**src/pkg/tmr_pkg.sv**
```systemverilog
// tmr_pkg: constants, types and register map of the 8-bit single-compare timer
// assumes one 250 MHz system clock and a cpu register port with one-cycle read latency
// Notes on behaviour
// RQ1 - count and compare are cpu readable writable
// RQ2 - bottom at 0x00, max at 0xff
// RQ3 - top is 0xff or compare, per mode
// RQ4 - clock select field zero stops counter
// RQ5 - tick from prescaler or external pin
// RQ6 - each tick clears, increments or decrements
// RQ7 - cpu accesses count at any time
// RQ8 - cpu count write beats clear or count
// RQ9 - waveform mode field sets count sequence
// RQ10 - overflow flag set per mode, requests interrupt
// RQ11 - match whenever count equals compare
// RQ12 - compare flag set on next tick
// RQ13 - compare irq needs flag, enable, global enable
// RQ14 - flag cleared by service or writing one
// RQ15 - output pin from match, mode fields
// RQ16 - max and bottom feed waveform generator
// RQ17 - compare double buffered in pwm modes only
// RQ18 - buffered compare loads at top or bottom
// RQ19 - shared flag and mask registers gate requests
// RQ20 - normal mode overflow sets on wrap, never clears
// RQ21 - mode 2 clears count on compare match
// RQ22 - count write blocks match next tick
// RQ23 - tick arrives as one-cycle clock enable
package tmr_pkg;
    // register addresses on the cpu port
    localparam logic [2:0] ADDR_CONTROL = 3'h0;
    localparam logic [2:0] ADDR_COUNT   = 3'h1;
    localparam logic [2:0] ADDR_COMPARE = 3'h2;
    localparam logic [2:0] ADDR_FLAGS   = 3'h3;
    localparam logic [2:0] ADDR_MASK    = 3'h4;

    // control register fields
    localparam int CS_LSB  = 0;
    localparam int WGM_LSB = 3;
    localparam int COM_LSB = 5;
    localparam int FOC_BIT = 7;

    // flag and mask bit positions
    localparam int OVF_BIT = 0;
    localparam int CMP_BIT = 1;

    localparam logic [7:0] COUNT_BOTTOM = 8'h00;
    localparam logic [7:0] COUNT_MAX    = 8'hff;
    localparam logic [7:0] RESET_BYTE   = 8'h00;
    localparam logic [2:0] CS_STOPPED   = 3'h0;
    localparam logic [2:0] CS_EXT_FALL  = 3'h6;
    localparam logic [2:0] CS_EXT_RISE  = 3'h7;

    typedef enum logic [1:0] {
        TMR_NORMAL    = 2'b00,
        TMR_PWM_PHASE = 2'b01,
        TMR_CTC       = 2'b10,
        TMR_PWM_FAST  = 2'b11
    } tmr_wave_t;

    typedef enum logic [1:0] {
        TMR_COM_OFF    = 2'b00,
        TMR_COM_TOGGLE = 2'b01,
        TMR_COM_CLEAR  = 2'b10,
        TMR_COM_SET    = 2'b11
    } tmr_com_t;

    // cpu register port request
    typedef struct packed {
        logic [2:0] addr;
        logic [7:0] wdata;
        logic       wr;
        logic       rd;
    } tmr_bus_t;

    // tick inputs: one prescaler bit per prescaled rate (select codes 1..5), and the external pin level
    typedef struct packed {
        logic [4:0] presc_tick;
        logic       ext_level;
    } tmr_tick_t;
endpackage : tmr_pkg

```
**src/tmr_core.sv**
```systemverilog
// tmr_core: 8-bit bidirectional timer with one compare unit and register port
// assumes prescaler ticks are one-cycle pulses and the pin level is synchronous
`timescale 1ns/10ps
module tmr_core (
    // clock and reset
    input  wire logic             mclk_in,
    input  wire logic             reset_in,
    // cpu register port
    input  wire tmr_pkg::tmr_bus_t bus_in,
    output logic [7:0]            rdata_out,
    // tick sources and cpu interrupt side
    input  wire tmr_pkg::tmr_tick_t tick_in,
    input  wire logic             global_irq_enable_in,
    input  wire logic             ovf_ack_in,
    input  wire logic             cmp_ack_in,
    // status and waveform
    output logic                  ovf_irq_out,
    output logic                  cmp_irq_out,
    output logic                  compare_output_pin,
    output logic                  max_out,
    output logic                  bottom_out
);
    import tmr_pkg::*;

    logic [7:0] timer_count_value, next_timer_count_value;
    logic [7:0] compare_value, next_compare_value;
    logic [7:0] compare_buf, next_compare_buf;
    logic [7:0] timer_control_reg, next_timer_control_reg;
    logic       overflow_flag, next_overflow_flag;
    logic       compare_flag, next_compare_flag;
    logic [1:0] timer_mask_reg, next_timer_mask_reg;
    logic       down, next_down;
    logic       block_match, next_block_match;
    logic       pin_q, next_pin_q;
    logic       ext_prev, next_ext_prev;
    logic [7:0] rdata, next_rdata;

    logic [2:0] clock_select_field;
    tmr_wave_t  waveform_mode_field;
    tmr_com_t   compare_output_mode_field;
    logic       timer_tick, match, is_top, pwm, cnt_wr;
    logic       ovf_set, cmp_set;

    // field decode and status indications
    assign clock_select_field        = timer_control_reg[CS_LSB +: 3];
    assign waveform_mode_field       = tmr_wave_t'(timer_control_reg[WGM_LSB +: 2]);  // see RQ9
    assign compare_output_mode_field = tmr_com_t'(timer_control_reg[COM_LSB +: 2]);
    assign pwm        = waveform_mode_field == TMR_PWM_PHASE || waveform_mode_field == TMR_PWM_FAST;
    assign bottom_out = timer_count_value == COUNT_BOTTOM;  // see RQ2 see RQ16
    assign max_out    = timer_count_value == COUNT_MAX;     // see RQ2 see RQ16
    assign is_top     = (waveform_mode_field == TMR_CTC) ? match : max_out;  // see RQ3
    assign match      = timer_count_value == compare_value;  // see RQ11
    assign cnt_wr     = bus_in.wr && bus_in.addr == ADDR_COUNT;
    // hardware set events, these win over any clear in the same cycle
    assign ovf_set    = timer_tick && ((waveform_mode_field == TMR_PWM_PHASE) ? bottom_out : max_out);
    assign cmp_set    = timer_tick && match && !block_match;

    // tick select: prescaler rates or external edge, none when stopped
    always_comb begin
        unique case (clock_select_field)  // see RQ4 see RQ5 see RQ23
            CS_STOPPED:  timer_tick = 1'b0;
            CS_EXT_FALL: timer_tick = ext_prev && !tick_in.ext_level;
            CS_EXT_RISE: timer_tick = !ext_prev && tick_in.ext_level;
            default:     timer_tick = tick_in.presc_tick[clock_select_field - 3'h1];
        endcase
    end

    // interrupt requests gated by mask and global enable
    assign ovf_irq_out = overflow_flag && timer_mask_reg[OVF_BIT] && global_irq_enable_in;  // see RQ10 see RQ19
    assign cmp_irq_out = compare_flag && timer_mask_reg[CMP_BIT] && global_irq_enable_in;   // see RQ13 see RQ19
    assign compare_output_pin = pin_q;
    assign rdata_out = rdata;

    // next-state computation for counter, compare, flags and registers
    always_comb begin
        next_timer_count_value = timer_count_value;
        next_compare_value     = compare_value;
        next_compare_buf       = compare_buf;
        next_timer_control_reg = timer_control_reg;
        next_overflow_flag     = overflow_flag;
        next_compare_flag      = compare_flag;
        next_timer_mask_reg    = timer_mask_reg;
        next_down              = down;
        next_pin_q             = pin_q;
        next_ext_prev          = tick_in.ext_level;
        next_block_match       = block_match;
        next_rdata             = 8'h00;
        if (timer_tick) begin
            next_block_match = 1'b0;  // see RQ22
            unique case (waveform_mode_field)  // see RQ6
                TMR_NORMAL, TMR_PWM_FAST: begin
                    next_timer_count_value = timer_count_value + 8'h01;
                    if (max_out)
                        next_overflow_flag = 1'b1;  // see RQ20
                end
                TMR_CTC: begin
                    if (match)
                        next_timer_count_value = COUNT_BOTTOM;  // see RQ21
                    else
                        next_timer_count_value = timer_count_value + 8'h01;
                    if (max_out)
                        next_overflow_flag = 1'b1;
                end
                TMR_PWM_PHASE: begin
                    if (max_out || (down && !bottom_out)) begin
                        next_down = 1'b1;
                        next_timer_count_value = timer_count_value - 8'h01;
                    end else begin
                        next_down = 1'b0;
                        next_timer_count_value = timer_count_value + 8'h01;
                    end
                    if (bottom_out)
                        next_overflow_flag = 1'b1;
                end
            endcase
            if (match && !block_match) begin
                next_compare_flag = 1'b1;  // see RQ12
                unique case (compare_output_mode_field)  // see RQ15
                    TMR_COM_OFF:    next_pin_q = pin_q;
                    TMR_COM_TOGGLE: next_pin_q = pwm ? pin_q : !pin_q;
                    TMR_COM_CLEAR:  next_pin_q = (waveform_mode_field == TMR_PWM_PHASE && down) ? 1'b1 : 1'b0;
                    TMR_COM_SET:    next_pin_q = (waveform_mode_field == TMR_PWM_PHASE && down) ? 1'b0 : 1'b1;
                endcase
            end
            if (pwm && waveform_mode_field == TMR_PWM_FAST && max_out) begin
                // fast pwm restarts the pulse at the wrap
                if (compare_output_mode_field == TMR_COM_CLEAR)
                    next_pin_q = 1'b1;
                else if (compare_output_mode_field == TMR_COM_SET)
                    next_pin_q = 1'b0;
            end
            if (pwm && ((waveform_mode_field == TMR_PWM_FAST && max_out) ||
                        (waveform_mode_field == TMR_PWM_PHASE && max_out)))
                next_compare_value = compare_buf;  // see RQ18
        end
        // service acknowledges clear flags, a new set wins
        if (ovf_ack_in && !next_overflow_flag)
            next_overflow_flag = 1'b0;
        if (ovf_ack_in && !(timer_tick && max_out && waveform_mode_field != TMR_PWM_PHASE)
            && !(timer_tick && bottom_out && waveform_mode_field == TMR_PWM_PHASE))
            next_overflow_flag = 1'b0;
        if (cmp_ack_in && !(timer_tick && match && !block_match))
            next_compare_flag = 1'b0;  // see RQ14
        // register writes from the cpu
        if (bus_in.wr) begin
            unique case (bus_in.addr)
                ADDR_CONTROL: begin
                    next_timer_control_reg = bus_in.wdata;
                    next_timer_control_reg[FOC_BIT] = 1'b0;
                    if (bus_in.wdata[FOC_BIT] && !pwm && compare_output_mode_field == TMR_COM_TOGGLE)
                        next_pin_q = !pin_q;  // forced match moves only the pin
                    else if (bus_in.wdata[FOC_BIT] && !pwm && compare_output_mode_field == TMR_COM_CLEAR)
                        next_pin_q = 1'b0;
                    else if (bus_in.wdata[FOC_BIT] && !pwm && compare_output_mode_field == TMR_COM_SET)
                        next_pin_q = 1'b1;
                end
                ADDR_COUNT: begin
                    next_timer_count_value = bus_in.wdata;  // see RQ7 see RQ8
                    next_block_match = 1'b1;                // see RQ22
                end
                ADDR_COMPARE: begin
                    next_compare_buf = bus_in.wdata;  // see RQ1
                    if (!pwm)
                        next_compare_value = bus_in.wdata;  // see RQ17
                end
                ADDR_FLAGS: begin
                    if (bus_in.wdata[OVF_BIT] && !ovf_set)
                        next_overflow_flag = 1'b0;
                    if (bus_in.wdata[CMP_BIT] && !cmp_set)
                        next_compare_flag = 1'b0;  // see RQ14
                end
                ADDR_MASK: next_timer_mask_reg = {bus_in.wdata[CMP_BIT], bus_in.wdata[OVF_BIT]};
                default: ;
            endcase
        end
        // read data one cycle later
        if (bus_in.rd) begin
            unique case (bus_in.addr)
                ADDR_CONTROL: next_rdata = timer_control_reg;
                ADDR_COUNT:   next_rdata = timer_count_value;  // see RQ7
                ADDR_COMPARE: next_rdata = pwm ? compare_buf : compare_value;
                ADDR_FLAGS:   next_rdata = {6'h00, compare_flag, overflow_flag};
                ADDR_MASK:    next_rdata = {6'h00, timer_mask_reg};
                default:      next_rdata = 8'h00;
            endcase
        end
    end

    // state registers
    always_ff @(posedge mclk_in) begin
        if (reset_in) begin
            timer_count_value <= RESET_BYTE;
            compare_value     <= RESET_BYTE;
            compare_buf       <= RESET_BYTE;
            timer_control_reg <= RESET_BYTE;
            overflow_flag     <= 1'b0;
            compare_flag      <= 1'b0;
            timer_mask_reg    <= 2'h0;
            down              <= 1'b0;
            block_match       <= 1'b0;
            pin_q             <= 1'b0;
            ext_prev          <= 1'b0;
            rdata             <= RESET_BYTE;
        end else begin
            timer_count_value <= next_timer_count_value;
            compare_value     <= next_compare_value;
            compare_buf       <= next_compare_buf;
            timer_control_reg <= next_timer_control_reg;
            overflow_flag     <= next_overflow_flag;
            compare_flag      <= next_compare_flag;
            timer_mask_reg    <= next_timer_mask_reg;
            down              <= next_down;
            block_match       <= next_block_match;
            pin_q             <= next_pin_q;
            ext_prev          <= next_ext_prev;
            rdata             <= next_rdata;
        end
    end
endmodule : tmr_core

```
**config.mk**
```make
export PLATFORM = sky130hd
export DESIGN_NAME = tmr_core
export DESIGN_NICKNAME = d
export VERILOG_FILES = /design/src/pkg/tmr_pkg.sv /design/src/tmr_core.sv
export SDC_FILE = /design/constraint.sdc
export NUM_CORES = 1
export LEC_CHECK = 0
export BUFFER_PORTS_ARGS = -buffer_cell sky130_fd_sc_hd__buf_2
export CORE_MARGIN = 3
export CORE_UTILIZATION = 45
export DETAILED_ROUTE_END_ITERATION = 8
export MAX_ROUTING_LAYER = met4
export SETUP_SLACK_MARGIN = 0.5
export SLEW_MARGIN = 30
export SYNTH_ARGS = -nofsm -noshare
export SYNTH_HDL_FRONTEND = slang
export SYNTH_SLANG_ARGS = --single-unit
export TNS_END_PERCENT = 5
```
**constraint.sdc**
```tcl
create_clock -name mclk_in -period 3.35 [get_ports mclk_in]
set_clock_uncertainty 0.15 [all_clocks]
set_input_delay 0.1675 -clock mclk_in [delete_from_list [all_inputs] [get_ports mclk_in]]
set_output_delay 0.1675 -clock mclk_in [all_outputs]
set_load 0.01 [all_outputs]
```
==> run_results.csv, run 1 <==
group,metric,value,unit
placement,hpwl,5.788,mm
route,wire_per_inst,17.49,µm
sta,worstMarginPinSlew,0.7619,ns
floorplanning,initial_utilization,47.07,%
pwr,power_per_cell_area,383.8,nW/µm²
yosys,synth.distinct_cells,57,
final_layout,antenna_cells,0,
sta,finalHoldViolations,0,
placement,io_buffers,36,
placement,dp_slack,0.6571,ns
yosys,synth-main-ff-cell,"dfxtp_1",
clock_network,postCtsSetupRepairBufs,0,
sta,fin_crit_sh,77.85,%
clock_network,cts_tree,"built",
setup_path,critPathMaxFanout,12,
pwr,switching_share,26.79,%
grt,grt_max_degree,31,
grt,antenna_found_initial,0,
grt,grt_pass1_wl,13.37,mm
final_layout,multiInputGateArea,1923,µm²
flow_run,drv_cap,0,
grt,grt_pass1_vias,2516,
setup_path,rrSetupSlack,0.74,ns
yosys,synth_top_cell_area_share,31.13,%
yosys,synth_xor_area_share,5.215,%
yosys,yosys.area_share.simple,28.35,%
clock_network,clk_latency,0.31,ns
yosys,syn_inst,376,
setup_path,start_kind,"flip-flop",
yosys,yosys_warnings,0,
worst_hold_path,hp-class,"in2reg",
clock_network,clk_path_buf_depth,2,
clock_network,clkTransAtPathRegs,0.10,ns
pwr,power_frac_comb,14.0,%
setup_path,cp-end-kind,"flip-flop",
pwr,intPower,954.8,µW
final_layout,nets,435,
setup_path,worstPathRequired,3.46,ns
grt,grt-ovfl-total,0,
yosys,syn_area,3023,µm²
yosys,async_flop_share,0,%
clock_network,cts_sinks,47,
yosys,seq_area_frac_synth,31.13,%
sta,max_slew_margin,48.20,%
floorplanning,io_pins,37,
sta,grt_setup_unrepaired,"false",
sta,min_period,2.608,ns
yosys,yosysTopAreaCell,"dfxtp_1",
yosys,yosysMostFrequentCell,"nor2_1",
pwr,power.share.clock,40.0,%
floorplanning,fp.coreArea,6422,µm²
route,final_antenna_net_count,0,
pwr,p_leak,1.338,nW
yosys,synth_top_family_by_area,"simple AND/OR/NAND/NOR gates",
grt,track_usage,23.16,%
route,vias_per_cell,5.896,
floorplanning,fp.dieArea,7737,µm²
final_layout,drive_gt1_share,20.10,%
final_layout,fill_cells,599,
placement,routabilityCongestion,0.8732,
clock_network,htreeDepth,2,
pwr,ir_drop,0.2653,mV
route,finalWirelength,8.396,mm
route,remaining_drc_errors,0,
sta,fin_setup_tns,0,ns
sta,fin_ws,0.7419,ns
yosys,synth.area.top_cells,"dfxtp_1, nor2_1, nand2_1, a21oi_1, xnor2_1",
yosys,ys_ff_latch,47,
yosys,muxShareOfSynthArea,7.368,%
run_status,status,"finished clean",
yosys,synth_fa_ha_area_share,3.725,%
final_layout,syn2layout_area_growth,12.42,%
pwr,pwr-share-seq,46.0,%
route,drt_iter0_drc,248,
sta,slew_viol_final,0,
floorplanning,rows,29,
route,first_pass_iters,4,
sta,max_freq,383.4,MHz
sta,setup_viol,0,
yosys,synthTopCellsByCount,"nor2_1, dfxtp_1, nand2_1, a21oi_1, xnor2_1",
yosys,syn-num-nets,409,
route,vias,2830,
floorplanning,dieHeight,87.96,µm
clock_network,numCtsBuffers,5,
yosys,avgSynthCellArea,8.040,µm²
floorplanning,die_x,87.96,µm
final_layout,ff_latch_area,940.9,µm²
yosys,synth-edff-count,0,
pwr,power.switching,349.5,µW
clock_network,clockRootBuffer,"clkbuf_8",
setup_path,crit_type,"reg2reg",
setup_path,arrival,2.72,ns
yosys,synth_compound_area_share,18.50,%
-- metrics by stage --
| stage | utilization (%) | instance area, µm² | std cells | power, mW | hold WS, ns |
|---|---|---|---|---|---|
| after global routing | 52.91 | 3398 | 480 | 1.360 | 0.005306 |
| after floorplan | - | 3023 | 376 | 0.7312 | 0.1457 |
| after CTS | 52.70 | 3385 | 479 | 1.309 | 0.006568 |
| after detailed placement | 49.74 | 3194 | 466 | 0.7863 | 0.2635 |
| after global placement | 49.74 | 3194 | 466 | 0.7847 | 0.2589 |
| final | 52.91 | 3398 | 480 | 1.304 | 0.01102 |
-- per-layer routing --
metal  up-vias  GRT usage [%]  wire, µm
met2        96          32.67      3753
met3         9          3.104       459
met5         -              -         0
met1      1350          33.37      4049
li1       1375              -         -
met4         0          8.508       133
-- power groups by stage --
stage	Clock, mW	Sequential (mW)	Combinational, mW
floorplan	0	0.593	0.138
global placement	0	0.612	0.173
detailed placement	0	0.612	0.174
CTS	0.531	0.599	0.180
global route	0.557	0.602	0.201
finish	0.522	0.599	0.183
-- cells in the final DEF (no fill, tap or decap), drive strengths merged, types with 2 or more instances in the layout --
cell type	count
nor2	52
dfxtp	47
nand2	47
buf	39
a21oi	30
xnor2	15
inv	13
o21ai	13
mux2	11
nor3	10
ha	9
nand3	8
nor2b	8
o221a	8
and3	7
mux2i	7
nor4	6
nand4	5
a22oi	5
a211oi	5
clkbuf	5
dlygate4sd3	5
nand2b	4
nand3b	4
a221oi	4
nor3b	4
o211ai	4
and2	3
xor2	3
o21bai	2
and3b	2
a311oi	2
a21o	2
o31ai	2
bufinv	2
nor4b	2
-- logic make-up after synthesis --
kind of cell               Yosys count
AOI/OAI and AO/OA                   81
and+or+nand+nor                    165
buffers and inverters               38
DFF                                 47
muxes                               18
xor gates and xnor gates            18
adders and majority gates            9
-- path summary, 6_finish.rpt --
path                                          to                 start  cells after the start
worst max-delay path            compare_value[6]  timer_control_reg[0]                      8
worst max register to register  compare_value[6]  timer_control_reg[0]                      8
worst min-delay path              compare_buf[5]             bus_in[7]                      3
worst min register to register    compare_buf[0]        compare_buf[0]                      2
-- what timing repair did --
action | CTS | global route
setup endpoints to repair | 0 | 11
endpoints found under the hold margin | 8 | 0
hold buffers | 5 | 0
gates resized for setup | 0 | 1
-- critical path, cell delays in order (launching register included) --
cell	delay (ns)
dfxtp_1	0.37
inv_1	0.12
ha_1	0.17
nor2_1	0.05
a21oi_1	0.43
mux2i_4	0.60
nand3b_4	0.23
nand2_2	0.21
o221a_2	0.22
-- area by class of cell --
type | count | share of cell area [%]
Clock buffer | 5 | 2.025
Clock inverter | 3 | 2.099
Inverter | 12 | 1.325
Multi-Input combinational cell | 292 | 56.59
Sequential cell | 47 | 27.69
Tap cell | 77 | 2.835
Timing Repair Buffer | 44 | 7.437
Note: power is estimated with default switching activity, not from simulation.
==> inputs of run 2 (changes only) <==
clock period = 2.4 ns   (was 3.35 ns; I/O delays follow)
==> run_results.csv, run 2 (synthesized netlist as in run 1, its figures left out) <==
group,metric,value,unit
run_status,status,"finished clean",
floorplanning,fp.dieArea,7737,µm²
floorplanning,initial_utilization,47.07,%
final_layout,antenna_cells,0,
pwr,ir_drop,0.2603,mV
sta,max_freq,448.8,MHz
clock_network,clk_latency,0.31,ns
placement,hpwl,6.157,mm
setup_path,crit_type,"reg2reg",
setup_path,cp-end-kind,"flip-flop",
setup_path,start_kind,"flip-flop",
clock_network,clkTransAtPathRegs,0.10,ns
worst_hold_path,hold_depth,4,
grt,grt-ovfl-total,0,
final_layout,ff_latch_area,949.7,µm²
placement,routabilityCongestion,0.8478,
clock_network,clk_path_buf_depth,2,
sta,grt_setup_unrepaired,"true",
placement,dp_slack,0.1025,ns
floorplanning,rows,29,
setup_path,critPathMaxFanout,25,
clock_network,numCtsBuffers,5,
sta,fin_setup_tns,0,ns
worst_hold_path,hp-class,"in2reg",
setup_path,r2r_cells,9,
route,final_antenna_net_count,0,
pwr,p_leak,1.457,nW
clock_network,cts_sinks,47,
sta,fin_ws,0.1716,ns
floorplanning,io_pins,37,
sta,min_period,2.228,ns
sta,worstMarginPinSlew,0.5749,ns
setup_path,worstPathRequired,2.45,ns
clock_network,htreeDepth,2,
clock_network,postCtsSetupRepairBufs,0,
route,wire_per_inst,16.73,µm
sta,finalHoldViolations,0,
floorplanning,dieHeight,87.96,µm
flow_run,drv_cap,0,
grt,track_usage,23.87,%
sta,fin_crit_sh,92.85,%
final_layout,mostFrequentLayoutCells,"nor2_1, nand2_1, dfxtp_1",
final_layout,multiInputGateArea,1949,µm²
clock_network,clockRootBuffer,"clkbuf_8",
route,drt_iter0_drc,153,
floorplanning,fp.coreArea,6422,µm²
final_layout,drive_gt1_share,25.41,%
route,first_pass_iters,5,
final_layout,fill_cells,604,
route,vias_per_cell,5.727,
final_layout,syn2layout_area_growth,19.37,%
clock_network,cts_tree,"built",
route,finalWirelength,8.463,mm
placement,io_buffers,36,
final_layout,final_util,56.19,%
final_layout,final_common_cell,"nor2_1",
setup_path,arrival,2.28,ns
grt,grt_pass1_wl,14.06,mm
final_layout,nets,461,
route,remaining_drc_errors,0,
sta,setup_viol,0,
route,vias,2898,
grt,antenna_found_initial,0,
grt,grt_max_degree,26,
grt,grt_pass1_vias,2806,
sta,max_slew_margin,61.53,%
pwr,power_per_cell_area,449.3,nW/µm²
floorplanning,die_x,87.96,µm
sta,slew_viol_final,0,
[run 2: changes by cell type in the layout (fill, tap and decap cells not counted), sizes merged]
cell / change
bufinv: -2
dlygate4sd3: +7
clkinvlp: +1
buf: +19
clkinv: +1
mux2i: -1
nand3b: +1
[run 2: path summary, 6_finish.rpt]
| check | startpoint | endpoint | slack (ns) |
|---|---|---|---|
| worst max-delay path | timer_control_reg[0] | compare_value[6] | 0.17 |
| worst min-delay path | bus_in[1] | overflow_flag | 0.1 |
| worst max register to register | timer_control_reg[0] | compare_value[6] | 0.17 |
| worst min register to register | compare_buf[5] | compare_buf[5] | 0.33 |
[run 2: per-layer routing]
| metal | track usage (%) | routed length, µm |
|---|---|---|
| met5 | - | 0 |
| met3 | 4.139 | 438 |
| met4 | 4.742 | 107 |
| met1 | 32.95 | 4093 |
| met2 | 36.71 | 3824 |
[run 2: report_power, final]
part | internal [mW] | switching [mW]
registers | 0.798 | 0.0263
clock network | 0.204 | 0.296
logic | 0.137 | 0.160
total | 1.14 | 0.482
[run 2: critical path, stage by stage, from the launching register on]
cell and delay [ns]:
dfxtp_4 0.39, inv_4 0.05, ha_4 0.25, mux4_2 0.30, mux2i_2 0.22, mux2i_4 0.10
buf_12 0.18, nand3b_4 0.12, nand2_4 0.09, o221a_2 0.27
[run 2: final cells by class]
| cell class | count | area share [%] |
|---|---|---|
| Tap cell | 77 | 2.670 |
| Clock buffer | 5 | 1.907 |
| Multi-Input combinational cell | 292 | 54.02 |
| Inverter | 12 | 1.318 |
| Sequential cell | 47 | 26.32 |
| Clock inverter | 3 | 0.5201 |
| Timing Repair Buffer | 70 | 13.25 |
[run 2: stage by stage]
stage	power, mW	hold slack [ns]	cells	instance area (µm²)
2_1_floorplan	1.021	0.09560	376	3043
3_3_place_gp	1.118	0.2092	485	3369
3_5_place_dp	1.121	0.2193	485	3369
4_1_cts	1.628	0.07639	506	3602
5_1_grt	1.690	0.1274	506	3608
6_report	1.621	0.09601	506	3608
[run 2: repair_timing]
action	4_1_cts	5_1_grt
resized for setup	5	1
pin swaps	0	0
hold buffers	12	0
gates cloned	1	0
hold endpoints to repair	20	0
endpoints found under the setup margin	29	31
